$ cat config.mk
export PLATFORM = sky130hd
export DESIGN_NAME = qgp_port
export DESIGN_NICKNAME = d
export VERILOG_FILES = /design/src/pkg/qgp_pkg.sv /design/src/verilog/qgp_port.sv
export SDC_FILE = /design/constraint.sdc
export NUM_CORES = 1
export LEC_CHECK = 0
export BUFFER_PORTS_ARGS = -buffer_cell sky130_fd_sc_hd__buf_2
export CORE_MARGIN = 2
export CORE_UTILIZATION = 35
export DETAILED_ROUTE_END_ITERATION = 8
export HOLD_SLACK_MARGIN = 0.1
export PLACE_DENSITY_LB_ADDON = 0.3
export SETUP_SLACK_MARGIN = 0.02
export SLEW_MARGIN = 10
export SYNTH_ARGS = -nofsm -noshare
export SYNTH_HDL_FRONTEND = slang
export SYNTH_SLANG_ARGS = --single-unit
$ cat constraint.sdc
create_clock -name CLOCK -period 1.7 [get_ports CLOCK]
set_input_delay 0.085 -clock CLOCK [delete_from_list [all_inputs] [get_ports CLOCK]]
set_output_delay 0.085 -clock CLOCK [all_outputs]
set_load 0.05 [all_outputs]
$ cat src/pkg/qgp_pkg.sv
// Package with register map, reset values and mode codes of the quad GPIO port
package qgp_pkg;
  localparam int          PIN_COUNT     = 4;
  localparam logic [15:0] DATA_ADDR     = 16'hFFDD;
  localparam logic [15:0] DIR_ADDR      = 16'hFFED;
  localparam logic [15:0] LCD_CTRL_ADDR = 16'hFFF0;
  localparam logic [31:0] DATA_BYTE     = 32'h0003FF74;
  localparam logic [31:0] DIR_BYTE      = 32'h0003FFB4;
  localparam logic [31:0] LCD_CTRL_BYTE = 32'h0003FFC0;
  localparam logic [7:0]  DATA_RST      = 8'hF0;
  localparam logic [7:0]  DIR_RST       = 8'hF0;
  localparam logic [3:0]  SGS_GPIO      = 4'h0;
  localparam logic [3:0]  SGS_RST       = 4'h0;
  localparam logic [3:0]  UPPER_ONES    = 4'hF;
  localparam logic [31:0] ALL_ONES      = 32'hFFFFFFFF;
  localparam logic [31:0] ZERO_WORD     = 32'h00000000;
  // Operating modes, binary codes; 6 and 7 behave as active
  localparam logic [2:0]  MODE_ACTIVE   = 3'h0;
  localparam logic [2:0]  MODE_SUBACT   = 3'h1;
  localparam logic [2:0]  MODE_SLEEP    = 3'h2;
  localparam logic [2:0]  MODE_SUBSLEEP = 3'h3;
  localparam logic [2:0]  MODE_WATCH    = 3'h4;
  localparam logic [2:0]  MODE_STANDBY  = 3'h5;
  typedef enum logic [2:0] {
    QGP_RUN  = 3'b001,
    QGP_HOLD = 3'b010,
    QGP_OFF  = 3'b100
  } qgp_state_e;
endpackage : qgp_pkg

$ cat src/verilog/qgp_port.sv
// Quad GPIO port shared with LCD common outputs, APB register access
// Overview of operation
// - Four bidirectional pins, data in bits 3..0
// - Output pin reads back latched data
// - Input pin reads back live level
// - Direction bit 1 drives, 0 inputs
// - Settings act only in GPIO assignment
// - Data register resets to F0
// - Direction register resets to F0
// - Direction register reads all ones
// - Nonzero segment select gives LCD commons
// - Reset and standby float the pins
// - Sleep, subsleep, watch freeze the pins
// - Active modes work normally
// - Segment select is control bits 3..0
//
// Our own choice: the APB slave port.
`timescale 1ns/10ps
module qgp_port (
  input  wire logic        CLOCK,         // 50 MHz system clock
  input  wire logic        SYS_RST,       // Synchronous reset, active high
  input  wire logic [31:0] PADDR,         // APB address
  input  wire logic        PSEL,          // APB select
  input  wire logic        PENABLE,       // APB enable
  input  wire logic        PWRITE,        // APB direction
  input  wire logic [31:0] PWDATA,        // APB write data
  output logic      [31:0] PRDATA,        // APB read data
  output logic             PREADY,        // APB ready
  output logic             PSLVERR,       // APB error
  input  wire logic [2:0]  OP_MODE,       // Chip operating mode
  input  wire logic [3:0]  LCD_COM,       // LCD common drive levels 4..1
  input  wire logic [3:0]  GPIO_PINS_I,   // Pin levels
  output logic      [3:0]  GPIO_PINS_O,   // Pin drive levels
  output logic      [3:0]  GPIO_PINS_OE   // Pin drive enables
);
  logic [3:0]             data_r;
  logic [3:0]             dir_r;
  logic [3:0]             sgs_r;
  qgp_pkg::qgp_state_e    state_r;
  qgp_pkg::qgp_state_e    state_nxt;
  logic [3:0]             pin_o_nxt;
  logic [3:0]             pin_oe_nxt;
  logic [3:0]             rd_gpio;
  logic [31:0]            rd_nxt;

  // Address decode for the access phase
  wire acc      = PSEL & PENABLE & ~PREADY;
  wire hit_data = PADDR == qgp_pkg::DATA_BYTE;
  wire hit_dir  = PADDR == qgp_pkg::DIR_BYTE;
  wire hit_lcdc = PADDR == qgp_pkg::LCD_CTRL_BYTE;
  wire mapped   = hit_data | hit_dir | hit_lcdc;
  // Writes land only at the edge that completes the transfer (PREADY high)
  wire wr_en    = PSEL & PENABLE & PREADY & PWRITE;
  wire gpio_sel = sgs_r == qgp_pkg::SGS_GPIO;

  // Read mux per pin: latch when output, live pin when input
  genvar g;
  generate
    for (g = 0; g < qgp_pkg::PIN_COUNT; g++) begin : g_rd
      assign rd_gpio[g] = dir_r[g] ? data_r[g] : GPIO_PINS_I[g];
    end
  endgenerate

  assign rd_nxt = hit_data ? {24'h000000, qgp_pkg::UPPER_ONES, rd_gpio} :
                  hit_dir  ? qgp_pkg::ALL_ONES :
                  hit_lcdc ? {28'h0000000, sgs_r} : qgp_pkg::ZERO_WORD;

  // Mode decode: standby floats, low-power modes freeze
  always_comb begin
    case (OP_MODE)
      qgp_pkg::MODE_ACTIVE, qgp_pkg::MODE_SUBACT:   state_nxt = qgp_pkg::QGP_RUN;
      qgp_pkg::MODE_SLEEP, qgp_pkg::MODE_SUBSLEEP,
      qgp_pkg::MODE_WATCH:                          state_nxt = qgp_pkg::QGP_HOLD;
      qgp_pkg::MODE_STANDBY:                        state_nxt = qgp_pkg::QGP_OFF;
      default:                                      state_nxt = qgp_pkg::QGP_RUN;
    endcase
  end

  // Pin drive; LCD use overrides direction, hold keeps last drive
  always_comb begin
    pin_o_nxt  = GPIO_PINS_O;
    pin_oe_nxt = GPIO_PINS_OE;
    case (state_nxt)
      qgp_pkg::QGP_RUN: begin
        if (gpio_sel) begin
          pin_o_nxt  = data_r;
          pin_oe_nxt = dir_r;
        end else begin
          pin_o_nxt  = LCD_COM;
          pin_oe_nxt = 4'hF;
        end
      end
      qgp_pkg::QGP_HOLD: begin
        pin_o_nxt  = GPIO_PINS_O;
        pin_oe_nxt = GPIO_PINS_OE;
      end
      qgp_pkg::QGP_OFF: begin
        pin_o_nxt  = 4'h0;
        pin_oe_nxt = 4'h0;
      end
      default: begin
        pin_o_nxt  = 4'h0;
        pin_oe_nxt = 4'h0;
      end
    endcase
  end

  // Registers; upper bits are not stored so writes to them vanish
  always_ff @(posedge CLOCK) begin
    if (SYS_RST) begin
      data_r <= qgp_pkg::DATA_RST[3:0];
      dir_r  <= qgp_pkg::DIR_RST[3:0];
      sgs_r  <= qgp_pkg::SGS_RST;
    end else if (wr_en) begin
      if (hit_data) data_r <= PWDATA[3:0];
      if (hit_dir)  dir_r  <= PWDATA[3:0];
      if (hit_lcdc) sgs_r  <= PWDATA[3:0];
    end
  end

  // Pins and mode state
  always_ff @(posedge CLOCK) begin
    if (SYS_RST) begin
      state_r      <= qgp_pkg::QGP_OFF;
      GPIO_PINS_O  <= 4'h0;
      GPIO_PINS_OE <= 4'h0;
    end else begin
      state_r      <= state_nxt;
      GPIO_PINS_O  <= pin_o_nxt;
      GPIO_PINS_OE <= pin_oe_nxt;
    end
  end

  // APB answer one cycle into the access phase
  always_ff @(posedge CLOCK) begin
    if (SYS_RST) begin
      PREADY  <= 1'b0;
      PSLVERR <= 1'b0;
      PRDATA  <= qgp_pkg::ZERO_WORD;
    end else begin
      PREADY  <= acc;
      PSLVERR <= acc & ~mapped;
      PRDATA  <= (acc & ~PWRITE) ? rd_nxt : qgp_pkg::ZERO_WORD;
    end
  end

  // Pin state checks; pins lag their cause by one cycle
  a_reset_float: assert property (@(posedge CLOCK) $past(SYS_RST)
    |-> GPIO_PINS_OE == 4'h0)
    else $error("pins driven after reset");
  a_standby_float: assert property (@(posedge CLOCK) disable iff (SYS_RST)
    state_r == qgp_pkg::QGP_OFF |-> GPIO_PINS_OE == 4'h0)
    else $error("pins driven in standby");
  a_hold_frozen: assert property (@(posedge CLOCK) disable iff (SYS_RST)
    state_r == qgp_pkg::QGP_HOLD |-> $stable(GPIO_PINS_OE) && $stable(GPIO_PINS_O))
    else $error("pins changed in hold mode");
  a_lcd_drive: assert property (@(posedge CLOCK) disable iff (SYS_RST)
    state_r == qgp_pkg::QGP_RUN && $past(state_nxt == qgp_pkg::QGP_RUN && !gpio_sel)
    |-> GPIO_PINS_OE == 4'hF && GPIO_PINS_O == $past(LCD_COM))
    else $error("lcd commons not driven");
  a_gpio_drive: assert property (@(posedge CLOCK) disable iff (SYS_RST)
    $past(state_nxt == qgp_pkg::QGP_RUN && gpio_sel)
    |-> GPIO_PINS_OE == $past(dir_r) && GPIO_PINS_O == $past(data_r))
    else $error("gpio drive mismatch");

  // Register reset values, seen right after reset
  a_reset_values: assert property (@(posedge CLOCK) $past(SYS_RST)
    |-> data_r == qgp_pkg::DATA_RST[3:0] && dir_r == qgp_pkg::DIR_RST[3:0])
    else $error("register reset value wrong");

  // Read path checks
  a_dir_reads_ones: assert property (@(posedge CLOCK) disable iff (SYS_RST)
    PREADY && $past(hit_dir && !PWRITE) |-> PRDATA == qgp_pkg::ALL_ONES)
    else $error("direction register readable");
  a_data_readback: assert property (@(posedge CLOCK) disable iff (SYS_RST)
    PREADY && $past(hit_data && !PWRITE)
    |-> PRDATA[7:0] == {qgp_pkg::UPPER_ONES, $past(rd_gpio)})
    else $error("data readback wrong");
  a_latch_read: assert property (@(posedge CLOCK) disable iff (SYS_RST)
    $past(acc && hit_data && !PWRITE && dir_r == 4'hF)
    |-> PRDATA[3:0] == $past(data_r))
    else $error("output pin read not from latch");
  a_live_read: assert property (@(posedge CLOCK) disable iff (SYS_RST)
    $past(acc && hit_data && !PWRITE && dir_r == 4'h0)
    |-> PRDATA[3:0] == $past(GPIO_PINS_I))
    else $error("input pin read not from pad");

  // Write path checks; nothing but a completed write moves a register
  a_data_write: assert property (@(posedge CLOCK) disable iff (SYS_RST)
    wr_en && hit_data |=> data_r == $past(PWDATA[3:0]))
    else $error("data latch not updated");
  a_data_quiet: assert property (@(posedge CLOCK) disable iff (SYS_RST)
    !$past(wr_en && hit_data) |-> $stable(data_r))
    else $error("data latch moved without write");
  a_dir_quiet: assert property (@(posedge CLOCK) disable iff (SYS_RST)
    !$past(wr_en && hit_dir) |-> $stable(dir_r))
    else $error("direction moved without write");
  a_sel_field: assert property (@(posedge CLOCK) disable iff (SYS_RST)
    wr_en && hit_lcdc |=> sgs_r == $past(PWDATA[3:0]))
    else $error("segment select not updated");
  a_ready_one: assert property (@(posedge CLOCK) disable iff (SYS_RST)
    acc |=> PREADY ##1 !PREADY)
    else $error("ready not single pulse");

  // Main scenarios worth seeing at least once
  c_lcd_mode: cover property (@(posedge CLOCK) !gpio_sel && GPIO_PINS_OE == 4'hF);
  c_gpio_out: cover property (@(posedge CLOCK) gpio_sel && GPIO_PINS_OE != 4'h0);
  c_hold: cover property (@(posedge CLOCK) state_r == qgp_pkg::QGP_HOLD);
  c_dir_read: cover property (@(posedge CLOCK) PREADY && PRDATA == qgp_pkg::ALL_ONES);
endmodule // qgp_port

* Word-level counts from Yosys, hierarchy flattened *
Cells that the tools add are included.

storage, ports and cells
  register bits = 54
  input bits = 80
  output and inout bits = 42
  logic and storage cells = 49

operators by class
  equality and inequality tests = 9
  multiplexer cells = 12
  bitwise operators = 12
  reduce and logical (&&, ||, !) cells = 7

operators by type and width
  kind                  number
  $eq 32x18->1 const B  3
  $mux 32               1
  $pmux 4 s2            2
  $mux 4                3
  $eq 3x2->1 const B    3
  $mux 8                1
  $and 1x1->1           6
  $eq 3x3->1 const B    2
  $pmux 3 s2            1
  $reduce_and 2->1      3
  $reduce_or 3->1       2
  $logic_not 4->1       1
  $mux 1                4
  $not 1->1             4
  $eq 3x1->1 const B    1
  $or 1x1->1            2
  $reduce_or 2->1       1

* Depth between registers and ports, before layout *
  depth in word-level cells = 5
  depth in mapped cells = 5

* Worst setup path after synthesis *
OpenSTA, ideal clock, no wires.

  path type = register to register
  from = register sgs_r[0]
  to = register GPIO_PINS_O[0]
  data arrival time = 1.434 ns
  data required time = 1.572 ns
  path slack = 0.139 ns
  stages on the path, launching flop included = 6
  buffers on the path = 1
  period minus slack after synthesis = 1.561 ns
  cells stage by stage = dfxtp_1 > or4_4 > buf_6 > mux2_4 > a22oi_1 > nor2_1

on the way
  word-level cells in the longest chain between the ends = 3

RTL lines
  what                      RTL line         text
  start: declaration        qgp_port.sv:38   logic [3:0] sgs_r;
  start signal: assignment  qgp_port.sv:113  sgs_r <= qgp_pkg::SGS_RST;
  start signal: assignment  qgp_port.sv:117  if (hit_lcdc) sgs_r <= PWDATA[3:0];
  $logic_not 4->1           qgp_port.sv:54   wire gpio_sel = sgs_r == qgp_pkg::SGS_GPIO;
  $mux 4                    qgp_port.sv:85   if (gpio_sel) begin
  $pmux 4 s2                qgp_port.sv:83   case (state_nxt)
  end signal: assignment    qgp_port.sv:129  GPIO_PINS_O <= pin_o_nxt;
  end: declaration          qgp_port.sv:33   output logic [3:0] GPIO_PINS_O,

No other way between the ends.
A chain may end at the register's enable or synchronous reset.

* Worst setup path in the final report *
  from = register sgs_r[0]
  to = register GPIO_PINS_O[3]

The elaborated chain is that of the path after synthesis.

==> metrics.txt <==
Die Wd=70.6 um; Reg-to-Reg End=GPIO_PINS_O[3]; FP Rows=24; RSZ-0062 raised after global routing=false; Tot Pwr=1.31 mW; Finished Layout Cells=296; Post-CTS Setup Bufs=0; Clock Sinks=28; FF+latch area=561 um2; Antenna Cells=0; R2R Setup Slk=0.10 ns; largest net degree at the start of global routing=26; mux contribution to synthesized area=9.77%; Total GRT Usage=14.7%; number of synthesized flops with an enable pin=0; Synth Area in XOR/XNOR=0.565%; HP Class=in -> reg; share of the synthesized area in the top cell type=36.2%; LEAKAGE=0.962 nW; Setup Viol. Count Final=0; WP buf/inv=0; Root Buffer Master=clkbuf_8; initial antenna violation count=0; Power Density=650 mW/mm2; Post-CTS Resized=0; vias in the first global route=1301; largest family of logic cells by synthesized area=simple AND/OR/NAND/NOR gates; Final Hold Fails=0; area of the core=0.00432 mm2; synthesized netlist net count=249; status=complete, no violations; Post-DP Area=0.00190 mm2; Compound-Gate Fraction of Synth Area=14.0%; worst-path cell with the longest stage delay=or4_4; fraction of layout cells with a size suffix above 1=45.9%; Synth Area in Simple Gates=24.6%; DRC viols=0; Routed wire per std cell=12.5 um; hold path depth=3; routed wire length=3700 um; total vias in the final route=1493; Vias/cell=5.04; Worst Hold Path EP=sgs_r[0]; Die ar.=0.00498 mm2; first-pass GRT wire length=5900 um; Worst EP required=1.86 ns; remaining global-route overflow=0; Clock Skew=0.00166 ns; Initial DRC Count=76; Seq pwr share=50.5%; Slew Viols, Final=0; CP Capture Type=flop; Mapped Cells=169; Routed Antenna Nets=0; fmax=625 MHz; Synth area leaders=dfxtp_1 (36%), buf_4 (13%), mux2i_1 (5.2%); period utilisation layout=94.1%; min-delay src=PWDATA[0]; Final HPWL DP=3010 um; P_sw=0.265 mW; Port Buf Inserts=93; Peak VDD IR=0.423 mV; sequential fraction of the synthesis area=36.2%; Post-Syn Area=0.00155 mm2; Post-Route Setup TNS=0 ns; finished layout cell area=0.00201 mm2; total CTS buffers=3; Clock Power Share=39.4%; Rel. slew slack=61.4%; multi-input logic area=759 um2; placed cell count=288; max-cap violations=0; fillers=450; r2r startpoint=sgs_r[0]; Final Wtd Congestion=0.828; Avg Inst Size Synth=9.17 um2; chip height=70.6 um; adder-cell share of the synthesized area=0%; Final Critical Period=1.60 ns; critical setup path kind=reg -> reg; ys async rst share=0%; cell taking the most area after synthesis=dfxtp_1; clk buf depth=2; CTS Hold Bufs=4; Final WS setup=0.100 ns; IO Count=122; dpl ws=0.113 ns; Internal=1.04 mW; yosys warns=0; measured slew at the worst slew-check pin=0.575 ns; Pre-antenna DRT Iters=4; CTS tree=yes; Logic pwr share=10.1%; Distinct cells, synth=33; nets=325; Reg2Reg Depth=4; slowest stage delay, CP=0.61 ns; clock latency reported for the late side of the worst-skew pair=0.27 ns; CP max FO=8; cell family with most CP delay=simple AND/OR/NAND/NOR gates; clock-pin transition on the worst setup and hold timing paths=0.09 ns; Initial Util=35.9%; top post-synthesis cells by count=dfxtp_1 (28), buf_4 (27), a21oi_1 (12); Yosys reg bits=28; top_reg_cell synth=dfxtp_1; cell with the most instances after synthesis=dfxtp_1; worst path arrival time=1.76 ns; worst path cell trace=or4_4, mux2_4, a22oi_1, nor2_1; sw frac=20.3%; Max H-tree Level=1; area grow syn2layout=29.5%; Worst Setup Start Kind=flop
==> final cells by class <==
class	instances	share of cell area [%]
clock inverters	1	1.50
multi-input cells	109	37.8
well taps	52	3.24
clock buffers	3	2.06
repair buffers	103	27.4
flip-flops and latches	28	27.9
==> worst max path at each step <==
| stage | start | to | slack [ns] | cells past startpoint |
|---|---|---|---|---|
| finish | sgs_r[0] | GPIO_PINS_O[3] | 0.10 | 4 |
| global placement | sgs_r[0] | GPIO_PINS_O[2] | 0.12 | 4 |
| global route | sgs_r[0] | GPIO_PINS_O[2] | 0.03 | 4 |
| CTS | sgs_r[0] | GPIO_PINS_O[3] | 0.1 | 4 |
| detailed placement | sgs_r[0] | GPIO_PINS_O[3] | 0.11 | 4 |
| floorplan | sgs_r[0] | GPIO_PINS_O[0] | 0.14 | 5 |
==> registers in the layout, summed over array words and instances (netlist names) <==
register / cells
sgs_r: 4
GPIO_PINS_OE: 4
PSLVERR: 1
dir_r: 4
PREADY: 1
data_r: 4
GPIO_PINS_O: 4
PRDATA: 6
==> through the flow <==
| stage | hold WS, ns | utilization, % |
|---|---|---|
| after CTS | 0.102 | 46.4 |
| final | 0.101 | 46.4 |
| after global routing | 0.113 | 46.4 |
| after detailed placement | 0.377 | 43.8 |
| after global placement | 0.368 | 43.8 |
| after floorplan | 0.170 | - |
==> routing by layer <==
| metal | vias to the layer above | GRT usage, % | wire, um |
|---|---|---|---|
| met5 | - | 0 | 0 |
| met4 | 0 | 4.40 | 24 |
| met3 | 2 | 2.42 | 309 |
| met2 | 81 | 23.4 | 1660 |
| met1 | 655 | 20.5 | 1710 |
| li1 | 755 | - | - |
==> cells in the final DEF, fill, tap and decap left out, drive strengths merged, types with 8 or more instances in the layout <==
cell type  count
buf           99
o31ai          8
dfxtp         28
nand2b         8
nand4         11
a21oi         12
nand2         10
mux2i          8
nor2           8
==> tightest hold or removal path, delay by kind of cell <==
kind	cells	cell delay, ns
muxes	1	0.05
and+or+nand+nor	1	0.07
buffers and inverters	1	0.12
==> power groups by stage <==
stage	combinational (mW)	clock [mW]	sequential [mW]
final	0.132	0.515	0.659
after global routing	0.147	0.555	0.659
after CTS	0.133	0.522	0.659
after detailed placement	0.126	0	0.674
after global placement	0.125	0	0.674
after floorplan	0.0394	0	0.680
==> logic make-up (layout without fill, tap and decap cells) <==
| family | after synthesis | after routing |
|---|---|---|
| XOR/XNOR | 1 | 1 |
| AO/OA/AOI/OAI | 34 | 34 |
| multiplexers | 13 | 13 |
| AND/OR/NAND/NOR | 61 | 61 |
| buffers and inverters | 32 | 107 |
| flip-flops | 28 | 28 |
(Power assumes the default switching activity.)
